File: src/logic/glc_pkg.sv
package glc_pkg;

   // ----------------------------------------
   // Bus geometry
   // ----------------------------------------
   localparam int ADDR_W = 12;
   localparam int DATA_W = 32;
   localparam int REG_W = 8;
   localparam int NUM_CH = 14;
   localparam int CNT_W = 16;

   // ----------------------------------------
   // Register indices (byte address = 4 * index)
   // ----------------------------------------
   localparam logic [7:0] IDX_RX_SLICER_EQ_TRIM = 8'he3;
   localparam logic [7:0] IDX_MASTER_CLOCK_OUT_RATE = 8'he4;
   localparam logic [7:0] IDX_VIOLATION_COUNTER_CONTROL = 8'he5;
   localparam logic [7:0] IDX_COUNTER_COMMAND = 8'he6;
   localparam logic [7:0] IDX_COUNTER_BYTE = 8'he8;
   localparam logic [7:0] IDX_IRQ_STATUS = 8'hf0;
   localparam logic [7:0] IDX_IRQ_MASK = 8'hf1;
   localparam logic [1:0] WORD_LSB = 2'h0;

   // ----------------------------------------
   // Reset values
   // ----------------------------------------
   localparam logic [REG_W-1:0] RST_REG = 8'h00;
   localparam logic [CNT_W-1:0] CNT_ZERO = 16'h0000;
   localparam logic [CNT_W-1:0] CNT_FULL = 16'hffff;

   // ----------------------------------------
   // Field positions
   // ----------------------------------------
   localparam int SLICER_LSB = 2;
   localparam int EQ_TRIM_LSB = 0;
   localparam int T1_RATE_LSB = 6;
   localparam int E1_RATE_LSB = 4;
   localparam int MON_SEL_BIT = 7;
   localparam int READBACK_EN_BIT = 6;
   localparam int CH_SEL_LSB = 0;
   localparam int CH_SEL_W = 4;
   localparam int CMD_CH_CLEAR_BIT = 0;
   localparam int CMD_CH_LATCH_BIT = 1;
   localparam int CMD_BYTE_SEL_BIT = 2;
   localparam int CMD_ALL_LATCH_BIT = 3;
   localparam int CMD_ALL_CLEAR_BIT = 4;
   localparam int IRQ_SAT_BIT = 0;
   localparam int IRQ_LATCH_BIT = 1;
   localparam int IRQ_W = 2;
   localparam logic [CH_SEL_W-1:0] CH_SEL_NONE = 4'h0;
   localparam logic [CH_SEL_W-1:0] CH_SEL_LAST = 4'he;

   // ----------------------------------------
   // Response codes
   // ----------------------------------------
   localparam logic [1:0] RESP_OKAY = 2'h0;
   localparam logic [1:0] RESP_SLVERR = 2'h2;

   typedef struct packed {
      logic [ADDR_W-1:0] addr;
      logic [DATA_W-1:0] data;
      logic [3:0] strb;
   } glc_wr_cmd_s;

endpackage

File: src/logic/glc_axil_slave.sv
`timescale 1ns/1ps
module glc_axil_slave
(
   // Clock and reset
   input wire logic aclk,
   input wire logic aresetn,
   // Write address and data
   input wire logic [glc_pkg::ADDR_W-1:0] awaddr,
   input wire logic awvalid,
   output logic awready,
   input wire logic [glc_pkg::DATA_W-1:0] wdata,
   input wire logic [3:0] wstrb,
   input wire logic wvalid,
   output logic wready,
   // Write response
   output logic [1:0] bresp,
   output logic bvalid,
   input wire logic bready,
   // Read address and data
   input wire logic [glc_pkg::ADDR_W-1:0] araddr,
   input wire logic arvalid,
   output logic arready,
   output logic [glc_pkg::DATA_W-1:0] rdata,
   output logic [1:0] rresp,
   output logic rvalid,
   input wire logic rready,
   // Register file side
   output glc_pkg::glc_wr_cmd_s wr_cmd,
   output logic wr_req,
   input wire logic wr_hit,
   output logic [glc_pkg::ADDR_W-1:0] rd_addr,
   output logic rd_req,
   input wire logic rd_hit,
   input wire logic [glc_pkg::DATA_W-1:0] rd_data
);

   logic aw_held;
   logic w_held;
   logic ar_held;
   logic next_aw_held;
   logic next_w_held;
   logic next_ar_held;
   logic next_awready;
   logic next_wready;
   logic next_arready;
   logic next_bvalid;
   logic next_rvalid;
   logic [1:0] next_bresp;
   logic [1:0] next_rresp;
   logic [glc_pkg::DATA_W-1:0] next_rdata;
   glc_pkg::glc_wr_cmd_s next_wr_cmd;
   logic [glc_pkg::ADDR_W-1:0] next_rd_addr;

   assign wr_req = aw_held && w_held && !bvalid;
   assign rd_req = ar_held && !rvalid;

   always_comb
   begin
      next_aw_held = aw_held;
      next_w_held = w_held;
      next_ar_held = ar_held;
      next_wr_cmd = wr_cmd;
      next_rd_addr = rd_addr;
      next_bvalid = bvalid && !bready;
      next_rvalid = rvalid && !rready;
      next_bresp = bresp;
      next_rresp = rresp;
      next_rdata = rdata;
      if (awvalid && awready)
      begin
         next_aw_held = 1'b1;
         next_wr_cmd.addr = awaddr;
      end
      if (wvalid && wready)
      begin
         next_w_held = 1'b1;
         next_wr_cmd.data = wdata;
         next_wr_cmd.strb = wstrb;
      end
      if (arvalid && arready)
      begin
         next_ar_held = 1'b1;
         next_rd_addr = araddr;
      end
      if (wr_req)
      begin
         next_aw_held = 1'b0;
         next_w_held = 1'b0;
         next_bvalid = 1'b1;
         next_bresp = wr_hit ? glc_pkg::RESP_OKAY : glc_pkg::RESP_SLVERR;
      end
      if (rd_req)
      begin
         next_ar_held = 1'b0;
         next_rvalid = 1'b1;
         next_rdata = rd_data;
         next_rresp = rd_hit ? glc_pkg::RESP_OKAY : glc_pkg::RESP_SLVERR;
      end
      next_awready = !next_aw_held;
      next_wready = !next_w_held;
      next_arready = !next_ar_held;
   end

   always_ff @(posedge aclk)
   begin
      if (!aresetn)
      begin
         aw_held <= 1'b0;
         w_held <= 1'b0;
         ar_held <= 1'b0;
         awready <= 1'b0;
         wready <= 1'b0;
         arready <= 1'b0;
         bvalid <= 1'b0;
         rvalid <= 1'b0;
         bresp <= glc_pkg::RESP_OKAY;
         rresp <= glc_pkg::RESP_OKAY;
         rdata <= '0;
         wr_cmd <= '0;
         rd_addr <= '0;
      end
      else
      begin
         aw_held <= next_aw_held;
         w_held <= next_w_held;
         ar_held <= next_ar_held;
         awready <= next_awready;
         wready <= next_wready;
         arready <= next_arready;
         bvalid <= next_bvalid;
         rvalid <= next_rvalid;
         bresp <= next_bresp;
         rresp <= next_rresp;
         rdata <= next_rdata;
         wr_cmd <= next_wr_cmd;
         rd_addr <= next_rd_addr;
      end
   end

endmodule

File: src/logic/glc_violation_counter.sv
`timescale 1ns/1ps
module glc_violation_counter
(
   // Clock and reset
   input wire logic aclk,
   input wire logic aresetn,
   // Events and commands
   input wire logic violation,
   input wire logic clear,
   input wire logic latch,
   // State
   output logic [glc_pkg::CNT_W-1:0] held_count,
   output logic saturated
);

   logic [glc_pkg::CNT_W-1:0] count;
   logic [glc_pkg::CNT_W-1:0] next_count;
   logic [glc_pkg::CNT_W-1:0] next_held_count;

   assign saturated = (count == glc_pkg::CNT_FULL);

   always_comb
   begin
      next_count = count;
      next_held_count = held_count;
      if (clear)
      begin
         next_count = glc_pkg::CNT_ZERO;
      end
      else if (violation && !saturated)
      begin
         next_count = count + 16'h0001;
      end
      if (latch)
      begin
         next_held_count = count;
      end
   end

   always_ff @(posedge aclk)
   begin
      if (!aresetn)
      begin
         count <= glc_pkg::CNT_ZERO;
         held_count <= glc_pkg::CNT_ZERO;
      end
      else
      begin
         count <= next_count;
         held_count <= next_held_count;
      end
   end

endmodule

File: src/logic/glc_global_regs.sv
// Added by the designer: the AXI4-Lite slave port.
`timescale 1ns/1ps
module glc_global_regs
(
   // Clock and reset
   input wire logic aclk,
   input wire logic aresetn,
   // AXI4-Lite write
   input wire logic [glc_pkg::ADDR_W-1:0] s_axi_awaddr,
   input wire logic s_axi_awvalid,
   output logic s_axi_awready,
   input wire logic [glc_pkg::DATA_W-1:0] s_axi_wdata,
   input wire logic [3:0] s_axi_wstrb,
   input wire logic s_axi_wvalid,
   output logic s_axi_wready,
   output logic [1:0] s_axi_bresp,
   output logic s_axi_bvalid,
   input wire logic s_axi_bready,
   // AXI4-Lite read
   input wire logic [glc_pkg::ADDR_W-1:0] s_axi_araddr,
   input wire logic s_axi_arvalid,
   output logic s_axi_arready,
   output logic [glc_pkg::DATA_W-1:0] s_axi_rdata,
   output logic [1:0] s_axi_rresp,
   output logic s_axi_rvalid,
   input wire logic s_axi_rready,
   // Line side
   input wire logic [glc_pkg::NUM_CH-1:0] line_code_violation,
   output logic [glc_pkg::NUM_CH-1:0] violation_monitor,
   // Analog and clock synthesizer controls
   output logic [1:0] slicer_level,
   output logic [1:0] eq_gain_trim,
   output logic [1:0] t1_master_clock_rate,
   output logic [1:0] e1_master_clock_rate,
   // Interrupt
   output logic irq
);

   // ----------------------------------------
   // Bus slave
   // ----------------------------------------
   glc_pkg::glc_wr_cmd_s wr_cmd;
   logic wr_req;
   logic wr_hit;
   logic [glc_pkg::ADDR_W-1:0] rd_addr;
   logic rd_req;
   logic rd_hit;
   logic [glc_pkg::DATA_W-1:0] rd_data;

   glc_axil_slave u_slave
   (
      .aclk(aclk),
      .aresetn(aresetn),
      .awaddr(s_axi_awaddr),
      .awvalid(s_axi_awvalid),
      .awready(s_axi_awready),
      .wdata(s_axi_wdata),
      .wstrb(s_axi_wstrb),
      .wvalid(s_axi_wvalid),
      .wready(s_axi_wready),
      .bresp(s_axi_bresp),
      .bvalid(s_axi_bvalid),
      .bready(s_axi_bready),
      .araddr(s_axi_araddr),
      .arvalid(s_axi_arvalid),
      .arready(s_axi_arready),
      .rdata(s_axi_rdata),
      .rresp(s_axi_rresp),
      .rvalid(s_axi_rvalid),
      .rready(s_axi_rready),
      .wr_cmd(wr_cmd),
      .wr_req(wr_req),
      .wr_hit(wr_hit),
      .rd_addr(rd_addr),
      .rd_req(rd_req),
      .rd_hit(rd_hit),
      .rd_data(rd_data)
   );

   // ----------------------------------------
   // Address decode
   // ----------------------------------------
   function automatic logic [glc_pkg::ADDR_W-1:0] byte_addr(input logic [7:0] idx);
      byte_addr = {2'h0, idx, glc_pkg::WORD_LSB};
   endfunction

   function automatic logic known(input logic [glc_pkg::ADDR_W-1:0] a);
      known = (a == byte_addr(glc_pkg::IDX_RX_SLICER_EQ_TRIM))
         || (a == byte_addr(glc_pkg::IDX_MASTER_CLOCK_OUT_RATE))
         || (a == byte_addr(glc_pkg::IDX_VIOLATION_COUNTER_CONTROL))
         || (a == byte_addr(glc_pkg::IDX_COUNTER_COMMAND))
         || (a == byte_addr(glc_pkg::IDX_COUNTER_BYTE))
         || (a == byte_addr(glc_pkg::IDX_IRQ_STATUS))
         || (a == byte_addr(glc_pkg::IDX_IRQ_MASK));
   endfunction

   assign wr_hit = known(wr_cmd.addr);
   assign rd_hit = known(rd_addr);

   // ----------------------------------------
   // Register storage
   // ----------------------------------------
   logic [glc_pkg::REG_W-1:0] rx_slicer_eq_trim;
   logic [glc_pkg::REG_W-1:0] master_clock_out_rate;
   logic [glc_pkg::REG_W-1:0] violation_counter_control;
   logic [glc_pkg::REG_W-1:0] counter_command;
   logic [glc_pkg::IRQ_W-1:0] irq_status;
   logic [glc_pkg::IRQ_W-1:0] irq_mask;
   logic [glc_pkg::REG_W-1:0] next_rx_slicer_eq_trim;
   logic [glc_pkg::REG_W-1:0] next_master_clock_out_rate;
   logic [glc_pkg::REG_W-1:0] next_violation_counter_control;
   logic [glc_pkg::REG_W-1:0] next_counter_command;
   logic [glc_pkg::IRQ_W-1:0] next_irq_status;
   logic [glc_pkg::IRQ_W-1:0] next_irq_mask;
   logic wr_lane0;

   assign wr_lane0 = wr_req && wr_cmd.strb[0];

   // ----------------------------------------
   // Counter command decode
   // ----------------------------------------
   logic [glc_pkg::CH_SEL_W-1:0] channel_select;
   logic channel_counter_clear;
   logic all_counters_clear;
   logic channel_counter_latch;
   logic all_counters_latch;
   logic count_byte_select;
   logic latch_prev;
   logic latch_rise;
   logic [glc_pkg::NUM_CH-1:0] ch_clear;
   logic [glc_pkg::NUM_CH-1:0] ch_latch;
   logic [glc_pkg::NUM_CH-1:0] ch_sat;
   logic [glc_pkg::CNT_W-1:0] held [glc_pkg::NUM_CH];
   logic [glc_pkg::NUM_CH-1:0] sat_prev;

   assign channel_select =
      violation_counter_control[glc_pkg::CH_SEL_LSB +: glc_pkg::CH_SEL_W];
   assign channel_counter_clear = counter_command[glc_pkg::CMD_CH_CLEAR_BIT];
   assign all_counters_clear = counter_command[glc_pkg::CMD_ALL_CLEAR_BIT];
   assign channel_counter_latch = counter_command[glc_pkg::CMD_CH_LATCH_BIT];
   assign all_counters_latch = counter_command[glc_pkg::CMD_ALL_LATCH_BIT];
   assign count_byte_select = counter_command[glc_pkg::CMD_BYTE_SEL_BIT];
   // Latch once when the latch bits go from none set to any set, not every cycle one stays set
   assign latch_rise = (channel_counter_latch || all_counters_latch) && !latch_prev;

   for (genvar ch = 0; ch < glc_pkg::NUM_CH; ch++)
   begin : g_ch
      logic picked;
      assign picked = (channel_select == glc_pkg::CH_SEL_W'(ch + 1));
      // Clear follows the held bit for as long as the host keeps it
      assign ch_clear[ch] = all_counters_clear || (channel_counter_clear && picked);
      assign ch_latch[ch] = latch_rise && (all_counters_latch || picked);
      glc_violation_counter u_cnt
      (
         .aclk(aclk),
         .aresetn(aresetn),
         .violation(line_code_violation[ch]),
         .clear(ch_clear[ch]),
         .latch(ch_latch[ch]),
         .held_count(held[ch]),
         .saturated(ch_sat[ch])
      );
   end

   // ----------------------------------------
   // Read mux
   // ----------------------------------------
   logic [glc_pkg::REG_W-1:0] counter_byte_value;

   always_comb
   begin
      counter_byte_value = glc_pkg::RST_REG;
      if (violation_counter_control[glc_pkg::READBACK_EN_BIT]
         && channel_select != glc_pkg::CH_SEL_NONE
         && channel_select <= glc_pkg::CH_SEL_LAST)
      begin
         counter_byte_value = count_byte_select
            ? held[channel_select - 4'h1][glc_pkg::CNT_W-1:glc_pkg::REG_W]
            : held[channel_select - 4'h1][glc_pkg::REG_W-1:0];
      end
   end

   always_comb
   begin
      rd_data = '0;
      if (rd_addr == byte_addr(glc_pkg::IDX_RX_SLICER_EQ_TRIM))
         rd_data[glc_pkg::REG_W-1:0] = rx_slicer_eq_trim;
      else if (rd_addr == byte_addr(glc_pkg::IDX_MASTER_CLOCK_OUT_RATE))
         rd_data[glc_pkg::REG_W-1:0] = master_clock_out_rate;
      else if (rd_addr == byte_addr(glc_pkg::IDX_VIOLATION_COUNTER_CONTROL))
         rd_data[glc_pkg::REG_W-1:0] = violation_counter_control;
      else if (rd_addr == byte_addr(glc_pkg::IDX_COUNTER_COMMAND))
         rd_data[glc_pkg::REG_W-1:0] = counter_command;
      else if (rd_addr == byte_addr(glc_pkg::IDX_COUNTER_BYTE))
         rd_data[glc_pkg::REG_W-1:0] = counter_byte_value;
      else if (rd_addr == byte_addr(glc_pkg::IDX_IRQ_STATUS))
         rd_data[glc_pkg::IRQ_W-1:0] = irq_status;
      else if (rd_addr == byte_addr(glc_pkg::IDX_IRQ_MASK))
         rd_data[glc_pkg::IRQ_W-1:0] = irq_mask;
   end

   // ----------------------------------------
   // Register update
   // ----------------------------------------
   logic [glc_pkg::IRQ_W-1:0] events;
   logic [glc_pkg::NUM_CH-1:0] next_monitor;
   logic [1:0] next_slicer_level;
   logic [1:0] next_eq_gain_trim;
   logic [1:0] next_t1_master_clock_rate;
   logic [1:0] next_e1_master_clock_rate;
   logic next_irq;
   logic next_latch_prev;

   always_comb
   begin
      next_rx_slicer_eq_trim = rx_slicer_eq_trim;
      next_master_clock_out_rate = master_clock_out_rate;
      next_violation_counter_control = violation_counter_control;
      next_counter_command = counter_command;
      next_irq_mask = irq_mask;
      // Unused bits of the 8-bit registers are stored whole; irq_mask keeps only its IRQ_W bits
      if (wr_lane0 && wr_cmd.addr == byte_addr(glc_pkg::IDX_RX_SLICER_EQ_TRIM))
         next_rx_slicer_eq_trim = wr_cmd.data[glc_pkg::REG_W-1:0];
      if (wr_lane0 && wr_cmd.addr == byte_addr(glc_pkg::IDX_MASTER_CLOCK_OUT_RATE))
         next_master_clock_out_rate = wr_cmd.data[glc_pkg::REG_W-1:0];
      if (wr_lane0 && wr_cmd.addr == byte_addr(glc_pkg::IDX_VIOLATION_COUNTER_CONTROL))
         next_violation_counter_control = wr_cmd.data[glc_pkg::REG_W-1:0];
      if (wr_lane0 && wr_cmd.addr == byte_addr(glc_pkg::IDX_COUNTER_COMMAND))
         next_counter_command = wr_cmd.data[glc_pkg::REG_W-1:0];
      if (wr_lane0 && wr_cmd.addr == byte_addr(glc_pkg::IDX_IRQ_MASK))
         next_irq_mask = wr_cmd.data[glc_pkg::IRQ_W-1:0];
      events = '0;
      events[glc_pkg::IRQ_SAT_BIT] = |(ch_sat & ~sat_prev);
      events[glc_pkg::IRQ_LATCH_BIT] = |ch_latch;
      // Read clears, a new event in the same cycle survives
      next_irq_status = irq_status | events;
      if (rd_req && rd_addr == byte_addr(glc_pkg::IDX_IRQ_STATUS))
         next_irq_status = events;
      // Monitor shows activity or saturation per channel
      next_monitor = violation_counter_control[glc_pkg::MON_SEL_BIT]
         ? ch_sat : line_code_violation;
      // Pin-side controls follow the register image of this edge
      next_slicer_level = next_rx_slicer_eq_trim[glc_pkg::SLICER_LSB +: 2];
      next_eq_gain_trim = next_rx_slicer_eq_trim[glc_pkg::EQ_TRIM_LSB +: 2];
      next_t1_master_clock_rate = next_master_clock_out_rate[glc_pkg::T1_RATE_LSB +: 2];
      next_e1_master_clock_rate = next_master_clock_out_rate[glc_pkg::E1_RATE_LSB +: 2];
      // Interrupt level matches status as it will stand
      next_irq = |(next_irq_status & next_irq_mask);
      next_latch_prev = channel_counter_latch || all_counters_latch;
   end

   always_ff @(posedge aclk)
   begin
      if (!aresetn)
      begin
         rx_slicer_eq_trim <= glc_pkg::RST_REG;
         master_clock_out_rate <= glc_pkg::RST_REG;
         violation_counter_control <= glc_pkg::RST_REG;
         counter_command <= glc_pkg::RST_REG;
         irq_status <= '0;
         irq_mask <= '0;
         latch_prev <= 1'b0;
         sat_prev <= '0;
         violation_monitor <= '0;
         slicer_level <= '0;
         eq_gain_trim <= '0;
         t1_master_clock_rate <= '0;
         e1_master_clock_rate <= '0;
         irq <= 1'b0;
      end
      else
      begin
         rx_slicer_eq_trim <= next_rx_slicer_eq_trim;
         master_clock_out_rate <= next_master_clock_out_rate;
         violation_counter_control <= next_violation_counter_control;
         counter_command <= next_counter_command;
         irq_status <= next_irq_status;
         irq_mask <= next_irq_mask;
         latch_prev <= next_latch_prev;
         sat_prev <= ch_sat;
         violation_monitor <= next_monitor;
         slicer_level <= next_slicer_level;
         eq_gain_trim <= next_eq_gain_trim;
         t1_master_clock_rate <= next_t1_master_clock_rate;
         e1_master_clock_rate <= next_e1_master_clock_rate;
         irq <= next_irq;
      end
   end

endmodule

File: config.mk
export PLATFORM = sky130hd
export DESIGN_NAME = glc_global_regs
export DESIGN_NICKNAME = d
export VERILOG_FILES = /design/src/logic/glc_pkg.sv /design/src/logic/glc_axil_slave.sv /design/src/logic/glc_violation_counter.sv /design/src/logic/glc_global_regs.sv
export SDC_FILE = /design/constraint.sdc
export NUM_CORES = 1
export LEC_CHECK = 0
export BUFFER_PORTS_ARGS = -buffer_cell sky130_fd_sc_hd__buf_2
export CAP_MARGIN = 10
export CORE_ASPECT_RATIO = 0.7
export CORE_UTILIZATION = 28
export DETAILED_ROUTE_END_ITERATION = 7
export PLACE_DENSITY = 0.42
export SLEW_MARGIN = 20
export SYNTH_ARGS = -nofsm -noshare
export SYNTH_HDL_FRONTEND = slang
export SYNTH_HIERARCHICAL = 1
export SYNTH_SLANG_ARGS = --single-unit
File: constraint.sdc
create_clock -name aclk -period 4.2 [get_ports aclk]
set_clock_uncertainty 0.1 [all_clocks]
set_input_delay 0.84 -clock aclk [delete_from_list [all_inputs] [get_ports aclk]]
set_output_delay 0.84 -clock aclk [all_outputs]
set_load 0.01 [all_outputs]
# ---- Word-level counts from Yosys, hierarchy flattened
# Index checks and enable logic that the tools add are counted.
dict set report op_classes {
  reduce_logical 141
  n_addsub 15
  muxes 28
  div 0
  n_shift 0
  n_bitwise 6
  n_eq_ne 42
  magnitude_cmp 2
  multipliers 0
}
# op count
set op_table {}
lappend op_table {{16-bit by 1-bit adder with 16-bit output, second input constant} 14}
lappend op_table {{16-bit equality test, second input constant} 14}
lappend op_table {{12-bit by 10-bit equality test with 1-bit output, second input constant} 14}
lappend op_table {{16-bit binary-select mux with 4-bit select} 1}
lappend op_table {{1-bit logical AND} 60}
lappend op_table {{8-bit 2-to-1 mux} 7}
lappend op_table {{1-bit logical OR} 41}
lappend op_table {{16-bit 2-to-1 mux} 2}
lappend op_table {{2-bit OR reduction} 15}
lappend op_table {{4-bit equality test, second input constant} 7}
lappend op_table {{14-bit OR reduction} 2}
lappend op_table {{1-bit logical NOT} 22}
lappend op_table {{4-bit by 3-bit equality test with 1-bit output, second input constant} 4}
lappend op_table {{14-bit bitwise AND} 1}
lappend op_table {{14-bit 2-to-1 mux} 1}
lappend op_table {{2-bit 2-to-1 mux} 7}
lappend op_table {{14-bit inverter} 1}
lappend op_table {{4-bit by 2-bit equality test with 1-bit output, second input constant} 2}
lappend op_table {{1-bit 2-to-1 mux} 8}
lappend op_table {{6-bit 2-to-1 mux} 1}
lappend op_table {{5-bit >= comparator, second input constant} 1}
lappend op_table {{4-bit inverter with 5-bit output} 1}
lappend op_table {{4-bit by 1-bit equality test with 1-bit output, second input constant} 1}
lappend op_table {{4-bit <= comparator, second input constant} 1}
lappend op_table {{other kinds (6)} 6}
dict set report totals {
  wordCells 293
  romBits 0
  n_memories 0
  ram_bits 0
  register_bits 575
  latch_bits 0
}

# ---- Depth between registers and ports, before layout
dict set report logic_depth {
  ltp_word 12
  depth_mapped 17
}

# ---- By module
# Netlist, hierarchy kept.
# module seq_area_each_um2 n_inst area_each_um2 cells_per_inst
set by_module_without_submodules {}
lappend by_module_without_submodules {{glc_violation_counter (g_ch[0].u_cnt ...)} 640.6 13 1483.9 154}
lappend by_module_without_submodules {glc_global_regs 1321.3 1 5705.5 636}
lappend by_module_without_submodules {glc_axil_slave 2042.0 1 3841.2 439}
lappend by_module_without_submodules {{glc_violation_counter (g_ch[9].u_cnt)} 640.6 1 1447.6 149}

# ---- Least setup slack after synthesis
# OpenSTA, ideal clock, no wires.
dict set report synth_path {
  kind {reg-to-reg}
  startpoint {register violation_counter_control[0] (netlist name)}
  endpoint {register u_slave/rdata[3] (netlist name)}
  path_slack_ns 0.757
  period_less_slack_ns 3.443
  path_stages_with_launch 16
  setup_time_ns 0.118
  arrival_time_ns 3.225
  cell_sequence {dfxtp_1 > buf_2 > buf_4 > buf_4 > buf_2 > inv_1 > ha_1 > buf_2 > clkbuf_1 > mux4_2 > nand2_1 > a31oi_1 > a222oi_1 > nand2_1 > nand2_1 > a21boi_2}
}
dict set report synth_between {
  elab_chain_cells 12
  word_cells_on_any_way 16
  classes_between {add/sub: 1; order compare: 1; mux: 10; bitwise: 1; reduce/logical: 3}
}
# item line
set synth_rtl {}
lappend synth_rtl {{start: declaration} glc_global_regs.sv:105} ;# logic [glc_pkg::REG_W-1:0] violation_counter_control;
lappend synth_rtl {{start signal: assignment} glc_global_regs.sv:258} ;# violation_counter_control <= glc_pkg::RST_REG;
lappend synth_rtl {{start signal: assignment} glc_global_regs.sv:275} ;# violation_counter_control <= next_violation_counter_control;
lappend synth_rtl {{4-bit by 1-bit subtractor with 4-bit output} {glc_global_regs.sv:178, glc_global_regs.sv:179}}
lappend synth_rtl {{4-bit inverter with 5-bit output (implied by the code)} {glc_global_regs.sv:178, glc_global_regs.sv:179}}
lappend synth_rtl {{16-bit binary-select mux with 4-bit select} {glc_global_regs.sv:178, glc_global_regs.sv:179}}
lappend synth_rtl {{16-bit 2-to-1 mux (implied by the code) (2 in a row)} glc_global_regs.sv:179} ;# : held[channel_select - 4'h1][glc_pkg::REG_W-1:0];
lappend synth_rtl {{8-bit 2-to-1 mux} glc_global_regs.sv:178} ;# ? held[channel_select - 4'h1][glc_pkg::CNT_W-1:glc_pkg::REG_W]
lappend synth_rtl {{8-bit 2-to-1 mux (*)} glc_global_regs.sv:173} ;# if (violation_counter_control[glc_pkg::READBACK_EN_BIT]
lappend synth_rtl {{6-bit 2-to-1 mux (*)} glc_global_regs.sv:194} ;# else if (rd_addr == byte_addr(glc_pkg::IDX_COUNTER_BYTE))
lappend synth_rtl {{8-bit 2-to-1 mux (*)} glc_global_regs.sv:192} ;# else if (rd_addr == byte_addr(glc_pkg::IDX_COUNTER_COMMAND))
lappend synth_rtl {{8-bit 2-to-1 mux (*)} glc_global_regs.sv:190} ;# else if (rd_addr == byte_addr(glc_pkg::IDX_VIOLATION_COUNTER_CONTROL))
lappend synth_rtl {{8-bit 2-to-1 mux (*)} glc_global_regs.sv:188} ;# else if (rd_addr == byte_addr(glc_pkg::IDX_MASTER_CLOCK_OUT_RATE))
lappend synth_rtl {{8-bit 2-to-1 mux (*)} glc_global_regs.sv:186} ;# if (rd_addr == byte_addr(glc_pkg::IDX_RX_SLICER_EQ_TRIM))
lappend synth_rtl {{named net rd_data, one bit} glc_global_regs.sv:48} ;# logic [glc_pkg::DATA_W-1:0] rd_data;
lappend synth_rtl {{end signal: assignment} glc_axil_slave.sv:134} ;# rdata <= next_rdata;
lappend synth_rtl {{end: declaration} glc_axil_slave.sv:23} ;# output logic [glc_pkg::DATA_W-1:0] rdata,
# Mark *: on every way through the listed nets, which the timed path passes. The rest lies on a longest branch. The select of a mux whose other input is x is not followed.
# A chain may end at the register's enable or synchronous reset.

# ---- Final worst setup path
dict set report layout_path {
  startpoint {register violation_counter_control[0] (netlist name)}
  endpoint {register u_slave/rdata[2] (netlist name)}
}
# Same word-level chain as after synthesis.

==> impl_metrics.env <==
export IMPL_status="finished, final reports clean"
export IMPL_ir_worst_vdd_uv=226
export IMPL_power_density_mw_per_mm2=364
export IMPL_clk_pin_slew_ns=0.06
export IMPL_fp_dieH_um=273
export IMPL_numCtsBuffers=68
export IMPL_clock_fmax_mhz=279
export IMPL_totalWireLength_mm=90.9
export IMPL_power_leakage_uw=0.0113
export IMPL_grt_pass1_vias=21200
export IMPL_cp_end_kind="flip-flop"
export IMPL_root_buffer="clkbuf_16"
export IMPL_layout_nets=3269
export IMPL_dieArea_sq_mm=0.106
export IMPL_hold_path_class="in -> reg"
export IMPL_start_kind="flip-flop"
export IMPL_regArea_sq_mm=0.0118
export IMPL_reg2reg_from="violation_counter_control[0]"
export IMPL_cp_num_buf_inv=2
export IMPL_critical_path_top_delay_family="compound AO/OA/AOI/OAI gates"
export IMPL_grt_usage_pct=16.9
export IMPL_clock_path_buffers=3
export IMPL_period_share_pct=85.2
export IMPL_slew_violations=0
export IMPL_rr_worst_depth=12
export IMPL_die_w_um=389
export IMPL_max_cap_viol_count=0
export IMPL_slew_headroom_pct=39.3
export IMPL_dpl_hpwl_mm=66.9
export IMPL_cp_common_cell="nand2_1"
export IMPL_core_sq_mm=0.103
export IMPL_hp_start="s_axi_wdata[2]"
export IMPL_hold_buffers=0
export IMPL_avgSynthCellArea_sq_um=9.41
export IMPL_hold_end="u_slave/wr_cmd[6]"
export IMPL_cts_tree="done"
export IMPL_crit_fanout=56
export IMPL_hold_path_depth=3
export IMPL_grt_setup_unrepaired="false"
export IMPL_syn_area_sq_mm=0.0293
export IMPL_clkLatencyLatePin_ns=0.64
export IMPL_crit_path_top_delay_cell="ha_2"
export IMPL_crit_type="reg -> reg"
export IMPL_drtPass1Iterations=5
export IMPL_worst_slew_pin_slew_ns=0.904
export IMPL_yosys_warnings=6
export IMPL_post_cts_setup_buffers=0
export IMPL_cts_repair_resized=0
export IMPL_cpPeakStageDelay_ns=0.63
export IMPL_mostFrequentLayoutCell="dfxtp_1"
export IMPL_viasPerCell=5.08
export IMPL_grt_antenna_before_repair=2
export IMPL_io_pins=145
export IMPL_fin_crit_ns=3.58
export IMPL_rrSetupSlack_ns=0.62
export IMPL_mostFrequentLayoutCells="587 x dfxtp_1, 343 x nand2_1, 301 x mux2i_1"
export IMPL_vias=23200
export IMPL_crit_arrival_ns=4.01
export IMPL_syn_inst=3113
export IMPL_finalHoldViolations=0
export IMPL_holdWs_ns=0.344
export IMPL_rows=98
export IMPL_grt_start_max_net_pins=83
export IMPL_start_util_pct=28.5
export IMPL_wl_per_cell_um=19.9
export IMPL_finalSetupViolations=0
export IMPL_cts_sinks=589
export IMPL_area_growth_pct=13.5
export IMPL_ant_nets=0
export IMPL_path_cells="inv_1, ha_2, buf_12, mux4_2, nor2b_1, a31oi_1, o22ai_1, o21ai_0, nand2_1, a31o_2, nand2_1, a21boi_2"
export IMPL_cts_max_level=3
export IMPL_timing_rr_end="u_slave/rdata[2]"
export IMPL_n_fill_cell=10700
export IMPL_grt_ovfl_total=0
export IMPL_drive_gt1_share_pct=14.3
export IMPL_port_buffers=115
export IMPL_drtIter0Drc=1653
export IMPL_grt_first_pass_wirelength_mm=138
export IMPL_diodes=0
export IMPL_finalSetupTns_ns=0
export IMPL_multi_input_area_sq_mm=0.0162
export IMPL_crit_required_ns=4.63
export IMPL_drc=0
export IMPL_place_congestion=0.837
-- worst max path at each step --
stage                                 startpoint          endpoint  slack, ns  cells past startpoint
global route        violation_counter_control[0]  u_slave/rdata[2]       0.43                     12
detailed placement  violation_counter_control[0]  u_slave/rdata[2]       0.63                     12
finish              violation_counter_control[0]  u_slave/rdata[2]       0.62                     12
global placement    violation_counter_control[0]  u_slave/rdata[2]       0.69                     12
floorplan           violation_counter_control[0]  u_slave/rdata[3]       0.76                     15
CTS                 violation_counter_control[0]  u_slave/rdata[2]       0.62                     12
-- state kept, by name (all words and copies together), names as in the netlist, 2 cells and up --
signal and count:
master_clock_out_rate 5, u_slave/rd_addr 12, irq_mask 2, slicer_level 2, g_ch.u_cnt/held_count 224, violation_monitor 14
g_ch.u_cnt/count 224, t1_master_clock_rate 2, u_slave/wr_cmd 21, counter_command 8, irq_status 2, u_slave/rdata 32
violation_counter_control 8, rx_slicer_eq_trim 5, sat_prev 14
-- power by group --
part	switching [uW]	internal (uW)
sequential	72.2	5640
clock	2510	3500
combinational	231	157
total	2810	9300
-- cell type report --
class,instances,share of cell area (%)
inverters,91,1.04
repair buffers,166,2.99
multi-input cells,2253,48.7
clock buffers,100,6.15
clock inverters,18,0.538
flip-flops and latches,589,35.5
well taps,1350,5.08
-- per-stage QoR --
step                total power [uW]  cell area, sq um  instances  util [%]  setup slack, ns
finish                         12100             33300       4567      32.3            0.620
CTS                            12300             33300       4567      32.3            0.615
floorplan                       6060             29400       3137         -            0.757
global placement                6230             31000       4449      30.2            0.691
detailed placement              6230             31000       4449      30.2            0.629
global route                   12600             33300       4567      32.3            0.432
-- per-layer routing --
layer | vias up | global-route usage [%] | share of wire [%]
met4 | 0 | 3.63 | 1.7
li1 | 11500 | - | -
met1 | 11100 | 27.4 | 55
met3 | 91 | 3.79 | 5.7
met5 | - | 0 | 0
met2 | 476 | 21.8 | 37
-- worst min-delay path, delay by kind of cell --
family	cells	cell delay, ns
AOI/OAI and AO/OA	1	0.05
buffers and inverters	1	0.10
and+or+nand+nor	1	0.05
(Power assumes the default switching activity.)
